File: config.mk
export PLATFORM = sky130hd
export DESIGN_NAME = timer_counter
export DESIGN_NICKNAME = d
export VERILOG_FILES = /design/src/shared/timer_pkg.sv /design/src/hw/ext_edge_detect.sv /design/src/hw/timer_counter.sv
export SDC_FILE = /design/constraint.sdc
export NUM_CORES = 1
export LEC_CHECK = 0
export BUFFER_PORTS_ARGS = -buffer_cell sky130_fd_sc_hd__buf_4
export CORE_MARGIN = 2
export CORE_UTILIZATION = 39
export CTS_BUF_LIST = sky130_fd_sc_hd__clkbuf_4 sky130_fd_sc_hd__clkbuf_8 sky130_fd_sc_hd__clkbuf_16
export CTS_CLUSTER_SIZE = 24
export DETAILED_ROUTE_END_ITERATION = 8
export GPL_TIMING_DRIVEN = 0
export PLACE_DENSITY = 0.71
export SYNTH_ARGS = -nofsm -noshare
export SYNTH_HDL_FRONTEND = slang
export SYNTH_SLANG_ARGS = --single-unit
File: constraint.sdc
create_clock -name pclk -period 4.28 [get_ports pclk]
set_clock_uncertainty 0.1 [all_clocks]
set_input_delay 0.214 -clock pclk [delete_from_list [all_inputs] [get_ports pclk]]
set_output_delay 0.214 -clock pclk [all_outputs]
set_load 0.01 [all_outputs]
File: src/shared/timer_pkg.sv
// constants shared by the prescaled 16-bit timer/counter
package timer_pkg;

  // register byte addresses on the apb bus
  localparam logic [11:0] ADDR_CONTROL = 12'h000;
  localparam logic [11:0] ADDR_COUNT_LOW = 12'h004;
  localparam logic [11:0] ADDR_COUNT_HIGH = 12'h008;
  localparam logic [11:0] ADDR_STATUS = 12'h00C;
  localparam logic [11:0] ADDR_IRQ_ENABLE = 12'h010;

  // timer_control field positions
  localparam int BIT_WIDE_ACCESS_MODE = 7;
  localparam int BIT_CMP_CAP_TIMER_SEL_HI = 6;
  localparam int BIT_PRESCALE_SEL_HI = 5;
  localparam int BIT_PRESCALE_SEL_LO = 4;
  localparam int BIT_CMP_CAP_TIMER_SEL_LO = 3;
  localparam int BIT_EXT_SYNC_DISABLE = 2;
  localparam int BIT_CLOCK_SOURCE_SEL = 1;
  localparam int BIT_TIMER_RUN = 0;

  // status and enable field positions
  localparam int BIT_OVERFLOW_FLAG = 0;
  localparam int BIT_OVERFLOW_IRQ_ENABLE = 0;

  // values after reset
  localparam logic [7:0] TIMER_CONTROL_RESET = 8'h00;
  localparam logic [15:0] COUNT_RESET = 16'h0000;
  localparam logic [7:0] HIGH_BUFFER_RESET = 8'h00;

  // all-ones count at which the next step wraps
  localparam logic [15:0] COUNT_ALL_ONES = 16'hFFFF;

  // instruction cycle is the pclk oscillator divided by this count
  localparam int INSTR_CLK_DIV = 4;
  localparam logic [1:0] INSTR_DIV_LAST = 2'(INSTR_CLK_DIV - 1);

  // compare mode code that fires the special event trigger
  localparam logic [3:0] SPECIAL_EVENT_MODE = 4'hB;

endpackage

File: src/hw/ext_edge_detect.sv
// external count clock edge detector with optional synchroniser
module ext_edge_detect
  import timer_pkg::*;
(
  // clock and reset
  input wire logic pclk,
  input wire logic presetn,
  // control
  input wire logic enable,
  input wire logic bypass_sync,
  // count clock
  input wire logic raw_clock,
  // result
  output logic rise
);

  logic sync_stage1;
  logic sync_stage2;
  logic direct_sample;
  logic level_prev;
  logic armed;
  logic level;

  // two-flop path, first stage read only by the second
  always_ff @(posedge pclk or negedge presetn) begin
    if (!presetn) begin
      sync_stage1 <= 1'b0;
      sync_stage2 <= 1'b0;
    end else begin
      sync_stage1 <= raw_clock;
      sync_stage2 <= sync_stage1;
    end
  end

  // unsynchronised path: a single sample, less latency but no metastability filter
  always_ff @(posedge pclk or negedge presetn) begin
    if (!presetn) begin
      direct_sample <= 1'b0;
    end else begin
      direct_sample <= raw_clock;
    end
  end

  assign level = bypass_sync ? direct_sample : sync_stage2;

  always_ff @(posedge pclk or negedge presetn) begin
    if (!presetn) begin
      level_prev <= 1'b0;
    end else begin
      level_prev <= level;
    end
  end

  // a rising edge counts only once a falling edge has been seen
  always_ff @(posedge pclk or negedge presetn) begin
    if (!presetn) begin
      armed <= 1'b0;
    end else if (!enable) begin
      armed <= 1'b0;
    end else if (level_prev && !level) begin
      armed <= 1'b1;
    end
  end

  assign rise = enable && armed && level && !level_prev;

endmodule

File: src/hw/timer_counter.sv
// prescaled 16-bit timer/counter with apb register access
//
// Behaviour
// - count held as high and low bytes
// - both count bytes readable and writable anytime
// - overflow event when count wraps to zero
// - counter reset input from capture/compare trigger
// - after reset timer off, control zero
// - bit 7 selects 16-bit or 8-bit access
// - select 1x routes this timer to both
// - prescale field divides by 8, 4, 2, 1
// - bit 2 set skips external clock synchronisation
// - sync bit ignored with internal clock
// - clock source bit picks operating mode
// - internal source counts every instruction cycle
// - external source counts on rising edges
// - bit 0 runs or stops the counter
// - oscillator enable forces both pins to inputs
// - oscillator enable comes from other timer
// - latched overflow flag, interrupt only when enabled
// - special event compare match clears counter
// - special event reset leaves overflow flag alone
// - software count write beats special event reset
//
// Added by the designer: the placing of the registers and the APB slave port.
module timer_counter
  import timer_pkg::*;
(
  // apb clock and reset
  input wire logic pclk,
  input wire logic presetn,
  // apb slave
  input wire logic psel,
  input wire logic penable,
  input wire logic pwrite,
  input wire logic [11:0] paddr,
  input wire logic [31:0] pwdata,
  output logic [31:0] prdata,
  output logic pready,
  output logic pslverr,
  // external count clock and oscillator
  input wire logic ext_count_input,
  input wire logic osc_in_pin,
  input wire logic low_power_osc_enable,
  output logic osc_pins_force_input,
  // capture/compare units
  input wire logic [3:0] capture_compare_mode_code,
  input wire logic compare_match,
  output logic [15:0] count_value,
  output logic ccp_uses_this_timer,
  output logic eccp_uses_this_timer,
  // overflow
  output logic overflow_irq
);

  logic [7:0] timer_control;
  logic [15:0] count;
  logic [7:0] high_buffer;
  logic overflow_flag;
  logic overflow_irq_enable;
  logic [2:0] prescale_count;
  logic [1:0] instr_div;
  logic instr_tick;
  logic ext_rise;
  logic source_tick;
  logic count_step;
  logic special_event;
  logic wide_mode;
  logic ext_source;
  logic setup_phase;
  logic write_done;
  logic wr_low;
  logic wr_high;
  logic wr_status;
  logic rd_low_setup;
  logic [15:0] next_count;
  logic [31:0] next_prdata;
  logic next_slverr;
  logic [2:0] next_prescale;

  // prescale code to a mask of the low prescaler bits
  function automatic logic [2:0] prescale_mask(input logic [1:0] code);
    unique case (code)
      2'b00: prescale_mask = 3'h0;
      2'b01: prescale_mask = 3'h1;
      2'b10: prescale_mask = 3'h3;
      2'b11: prescale_mask = 3'h7;
    endcase
  endfunction

  // true when the address names a mapped register
  function automatic logic addr_mapped(input logic [11:0] addr);
    addr_mapped = (addr == ADDR_CONTROL) || (addr == ADDR_COUNT_LOW) ||
                  (addr == ADDR_COUNT_HIGH) || (addr == ADDR_STATUS) ||
                  (addr == ADDR_IRQ_ENABLE);
  endfunction

  assign wide_mode = timer_control[BIT_WIDE_ACCESS_MODE];
  assign ext_source = timer_control[BIT_CLOCK_SOURCE_SEL];

  // apb decode
  assign setup_phase = psel && !penable;
  assign write_done = psel && penable && pready && pwrite;
  assign wr_low = write_done && (paddr == ADDR_COUNT_LOW);
  assign wr_high = write_done && (paddr == ADDR_COUNT_HIGH);
  assign wr_status = write_done && (paddr == ADDR_STATUS);
  assign rd_low_setup = setup_phase && !pwrite && (paddr == ADDR_COUNT_LOW);

  // one wait-free access phase: answer is ready in the cycle after setup
  always_ff @(posedge pclk or negedge presetn) begin
    if (!presetn) begin
      pready <= 1'b0;
    end else begin
      pready <= setup_phase;
    end
  end

  always_comb begin
    next_prdata = 32'h0000_0000;
    next_slverr = !addr_mapped(paddr);
    if (!pwrite) begin
      unique case (paddr)
        ADDR_CONTROL: next_prdata = {24'h00_0000, timer_control};
        ADDR_COUNT_LOW: next_prdata = {24'h00_0000, count[7:0]};
        ADDR_COUNT_HIGH: next_prdata = {24'h00_0000, wide_mode ? high_buffer : count[15:8]};
        ADDR_STATUS: next_prdata = {31'h0000_0000, overflow_flag};
        ADDR_IRQ_ENABLE: next_prdata = {31'h0000_0000, overflow_irq_enable};
        default: next_prdata = 32'h0000_0000;
      endcase
    end
  end

  always_ff @(posedge pclk or negedge presetn) begin
    if (!presetn) begin
      prdata <= 32'h0000_0000;
      pslverr <= 1'b0;
    end else if (setup_phase) begin
      prdata <= next_prdata;
      pslverr <= next_slverr;
    end else if (!psel) begin
      prdata <= 32'h0000_0000;
      pslverr <= 1'b0;
    end
  end

  // control register, cleared at reset so the timer starts stopped
  always_ff @(posedge pclk or negedge presetn) begin
    if (!presetn) begin
      timer_control <= TIMER_CONTROL_RESET;
    end else if (write_done && paddr == ADDR_CONTROL) begin
      timer_control <= pwdata[7:0];
    end
  end

  always_ff @(posedge pclk or negedge presetn) begin
    if (!presetn) begin
      overflow_irq_enable <= 1'b0;
    end else if (write_done && paddr == ADDR_IRQ_ENABLE) begin
      overflow_irq_enable <= pwdata[BIT_OVERFLOW_IRQ_ENABLE];
    end
  end

  // high byte buffer: read snapshot and write staging in wide mode
  always_ff @(posedge pclk or negedge presetn) begin
    if (!presetn) begin
      high_buffer <= HIGH_BUFFER_RESET;
    end else if (wide_mode && wr_high) begin
      high_buffer <= pwdata[7:0];
    end else if (wide_mode && rd_low_setup) begin
      high_buffer <= count[15:8];
    end
  end

  // instruction cycle tick from the oscillator clock
  always_ff @(posedge pclk or negedge presetn) begin
    if (!presetn) begin
      instr_div <= 2'b00;
    end else begin
      instr_div <= (instr_div == INSTR_DIV_LAST) ? 2'b00 : instr_div + 2'b01;
    end
  end

  assign instr_tick = (instr_div == INSTR_DIV_LAST);

  // sync bit always reaches the detector, which is enabled only with the external source
  ext_edge_detect u_ext_edge (
    .pclk(pclk),
    .presetn(presetn),
    .enable(ext_source),
    .bypass_sync(timer_control[BIT_EXT_SYNC_DISABLE]),
    .raw_clock(low_power_osc_enable ? osc_in_pin : ext_count_input),
    .rise(ext_rise)
  );

  // detector is disabled with the internal source, so sync bit has no effect
  assign source_tick = ext_source ? ext_rise : instr_tick;

  // prescaler: counter steps when the selected low bits are all ones
  assign count_step = timer_control[BIT_TIMER_RUN] && source_tick &&
    ((prescale_count & prescale_mask(timer_control[5:4])) ==
     prescale_mask(timer_control[5:4]));

  always_comb begin
    next_prescale = prescale_count;
    if (wr_low) begin
      next_prescale = 3'h0;
    end else if (timer_control[BIT_TIMER_RUN] && source_tick) begin
      next_prescale = count_step ? 3'h0 : prescale_count + 3'h1;
    end
  end

  always_ff @(posedge pclk or negedge presetn) begin
    if (!presetn) begin
      prescale_count <= 3'h0;
    end else begin
      prescale_count <= next_prescale;
    end
  end

  // special event trigger from the compare unit
  assign special_event = compare_match && (capture_compare_mode_code == SPECIAL_EVENT_MODE);

  // count update: software write, then trigger, then step
  always_comb begin
    next_count = count;
    if (wr_low) begin
      next_count[7:0] = pwdata[7:0];
      if (wide_mode) begin
        next_count[15:8] = high_buffer;
      end
    end else if (wr_high && !wide_mode) begin
      next_count[15:8] = pwdata[7:0];
    end else if (wr_high) begin
      next_count = count;
    end else if (special_event) begin
      next_count = COUNT_RESET;
    end else if (count_step) begin
      next_count = count + 16'h0001;
    end
  end

  always_ff @(posedge pclk or negedge presetn) begin
    if (!presetn) begin
      count <= COUNT_RESET;
    end else begin
      count <= next_count;
    end
  end

  // overflow flag: set beats a write-one clear in the same cycle
  always_ff @(posedge pclk or negedge presetn) begin
    if (!presetn) begin
      overflow_flag <= 1'b0;
    end else if (count_step && count == COUNT_ALL_ONES && !wr_low && !wr_high && !special_event) begin
      overflow_flag <= 1'b1;
    end else if (wr_status && pwdata[BIT_OVERFLOW_FLAG]) begin
      overflow_flag <= 1'b0;
    end
  end

  // registered outputs toward the capture/compare units and pins
  always_ff @(posedge pclk or negedge presetn) begin
    if (!presetn) begin
      count_value <= COUNT_RESET;
      ccp_uses_this_timer <= 1'b0;
      eccp_uses_this_timer <= 1'b0;
      osc_pins_force_input <= 1'b0;
      overflow_irq <= 1'b0;
    end else begin
      count_value <= next_count;
      ccp_uses_this_timer <= timer_control[BIT_CMP_CAP_TIMER_SEL_HI];
      eccp_uses_this_timer <= timer_control[BIT_CMP_CAP_TIMER_SEL_HI] ||
                              timer_control[BIT_CMP_CAP_TIMER_SEL_LO];
      osc_pins_force_input <= low_power_osc_enable;
      overflow_irq <= overflow_flag && overflow_irq_enable;
    end
  end

endmodule

==> metrics.md <==
| Metric | Value |
|---|---|
| Detail Route Antenna Nets | `0` |
| Startpoint types | `input port` |
| Leak Pwr | `about 0.002 uW` |
| H-tree levels | `3` |
| IO Port Bufs | `60` |
| Fin area | `~4300 um2` |
| Most frequent cells in the layout | `buf_4 (84), dfrtp_1 (57), nand2_1 (33), conb_1 (24), nor2_1 (23)` |
| CP max FO | `10` |
| Standard-cell row count | `34` |
| I/O pin total | `roughly 110` |
| Register area | `around 1400 um2` |
| Clk sinks | `57` |
| Post-synth cell types | `63` |
| Setup crit end kind | `register` |
| Hold Vio Cnt, Final | `0` |
| Skew-Pair Late Insertion Delay | `between 300 and 400 ps` |
| Vias in the first global route | `2,986` |
| Clock Pin Slew Worst Setup and Hold Paths | `roughly 60 ps` |
| Fin Setup TNS | `0 ps` |
| Slew Viols, Final | `0` |
| First-pass GRT wire length | `approximately 15,000 um` |
| Critical Path RT | `between 4000 and 5000 ps` |
| Pre-antenna DRT Iters | `5` |
| Final setup fails | `0` |
| Multi-input logic area | `between 1500 and 2000 um2` |
| Crit path arrival time | `between 2000 and 3000 ps` |
| Synth Flop Type | `dfrtp_1` |
| Die X | `98.0 um` |
| Share of cells above drive strength 1 | `30.0%` |
| ANT cells | `0` |
| Clock Path Buffers | `2` |
| Total number of vias | `around 3,200` |
| Gpl congestion | `about 0.90` |
| Synth Warn # | `0` |
| Peak supply drop | `about 0.00016 V` |
| TritonCTS clock tree | `yes` |
| RSZ-0062 raised after global routing | `false` |
| Total length of routed wires | `about 9500 um` |
| Hold WC Path Type | `in2reg` |
| Seq/Total Area, Yosys | `~41%` |
| Initial antenna violation count | `0` |
| Drt wl/cell | `16.6 um` |
| Max-slew headroom | `a little over 50%` |
| Max_cap viols | `0` |
| Status | `finished, final reports clean` |
| Least-Margin Pin Slew | `around 720 ps` |
| Clk root buf | `clkbuf_8` |
| Avg Cell Area, Syn | `roughly 9.4 um2` |
| Area growth syn-to-layout | `25.6%` |
| All-Layer GR Usage | `between 20% and 30%` |
| Post-synth EDFFs | `0` |
| Post-Syn Area | `roughly 3400 um2` |
| Total CTS buffers | `9` |
| Tcrit/Tclk final | `between 50% and 60%` |
| Synth Instances | `365` |
| Fmax | `approximately 0.42 GHz` |
| Die Area | `between 9000 and 10,000 um2` |
| Initial DRC count | `around 290` |
| Total Nets Final | `approximately 520` |
| Fin util | `between 50% and 60%` |
| Grt ovf | `0` |
| Post-CTS setup buffer count | `0` |
| HPWL Detailed | `7020 um` |
| Yosys reg bits | `57` |
| Commonest non-fill, non-tap cell in the layout | `buf_4` |
| Worst hold slack | `between 10 and 15 ps` |
| Crit path time final | `~2400 ps` |
| Overall power | `approximately 1200 uW` |
| Die Ht | `a little under 100 um` |
| Setup CP Type | `in2reg` |
| Async set-or-reset flop fraction in the synthesized netlist | `between 90% and 100%` |
| Cell Pwr Density | `271 nW/um2` |
| Initial Util | `between 30 and 40%` |
| Via/cell ratio | `about 5.5` |
| Cell Area, Placed | `between 4000 and 5000 um2` |
| Largest net degree at the start of global routing | `58` |
| Fillers | `about 800` |
| DRC violation count after routing | `0` |
| Core area | `approximately 8600 um2` |
## critical path, stage by stage
cell and delay [ps]:
dlygate4sd3_1 530, buf_4 130, and4_1 170, nand4_1 130, buf_2 250, nor2_1 290, buf_2 320, buf_2 280
nand2_1 80, a21oi_1 160
## path summary, 6_finish.rpt
kind                                                        from                                to  slack, ps  cells after the start
worst min register to register  u_ext_edge.sync_stage1$_DFF_PN0_  u_ext_edge.sync_stage2$_DFF_PN0_        280                      0
worst min-delay path                             ext_count_input  u_ext_edge.sync_stage1$_DFF_PN0_         10                      2
worst max-delay path                                     penable        count_value[4]$_DFFE_PN0P_       1890                     10
worst max register to register        count_value[0]$_DFFE_PN0P_       count_value[14]$_DFFE_PN0P_       1890                      8
min in group asynchronous                                presetn            instr_div[0]$_DFF_PN0_        370                      2
max in group asynchronous                                presetn      timer_control[6]$_DFFE_PN0P_       3230                      2
## power breakdown
part | leakage [uW] | switching [uW] | internal (uW)
clock network | 0.0000980 | 216 | 251
registers | 0.000750 | 11.8 | 549
logic | 0.00116 | 76.3 | 67.5
## layout make-up
class | count | share of cell area, %
clock inverters | 3 | 0.347
multi-input cells | 281 | 41.6
inverters | 5 | 0.434
plain buffers | 45 | 6.59
clock buffers | 12 | 3.82
flip-flops and latches | 57 | 32.9
well taps | 108 | 3.12
repair buffers | 63 | 11.1
## metrics by stage
step,worst slack [ps],std cells
after floorplan,2220,388
after global placement,1890,556
after detailed placement,1840,556
after CTS,1890,574
after global routing,1740,574
final,1890,574
## timing repair
action,4_1_cts,5_1_grt
hold endpoints to repair,59,0
resized for setup,0,0
hold buffers,3,0
## flip-flops by register name (all words and copies together) (netlist names)
signal	cells
pslverr	1
ccp_uses_this_timer	1
timer_control	8
overflow_irq	1
u_ext_edge.armed	1
prdata	8
high_buffer	8
osc_pins_force_input	1
u_ext_edge.level_prev	1
overflow_irq_enable	1
u_ext_edge.sync_stage1	1
prescale_count	3
eccp_uses_this_timer	1
overflow_flag	1
instr_div	2
count_value	16
pready	1
u_ext_edge.sync_stage2	1
## synth_stat cells, types with 5 or more instances
cell type / instances / area share [%]
a31oi_1: 8 / 1.5
nor3_1: 12 / 1.7
buf_2: 9 / 1.3
nand2b_1: 5 / 0.91
and3_1: 6 / 1.1
mux2i_1: 10 / 2.9
nand2_1: 33 / 3.6
nor2_1: 23 / 2.5
mux2_2: 14 / 4.6
nor2b_1: 6 / 1.1
o22ai_1: 5 / 0.91
a221oi_1: 5 / 1.3
nand3_1: 11 / 1.6
a22oi_1: 6 / 1.3
clkbuf_1: 9 / 0.98
o31ai_1: 6 / 1.3
inv_1: 5 / 0.54
buf_4: 24 / 5.2
dfrtp_1: 57 / 41
o21ai_0: 22 / 3.2
a21oi_1: 20 / 2.9
## metal layers
metal	vias to the layer above	part of all wire, %	track usage (%)
met5	-	0	0
met3	17	6.3	4.15
met2	113	50	33.6
met1	1525	41	26.3
li1	1497	-	-
met4	0	2.1	7.80
## cells by family (layout without fill, tap and decap cells)
group	count (synthesis)	in the layout	share of synthesized area (%)
other	1	24	0.109
buffers and inverters	50	128	8.82
multiplexers	26	26	8.57
flip-flops	57	57	41.4
AND/OR/NAND/NOR	129	129	20.3
AO/OA/AOI/OAI	99	99	19.7
adder cells (fa/ha/maj)	3	3	1.09
Note: power is estimated with default switching activity, not from simulation.
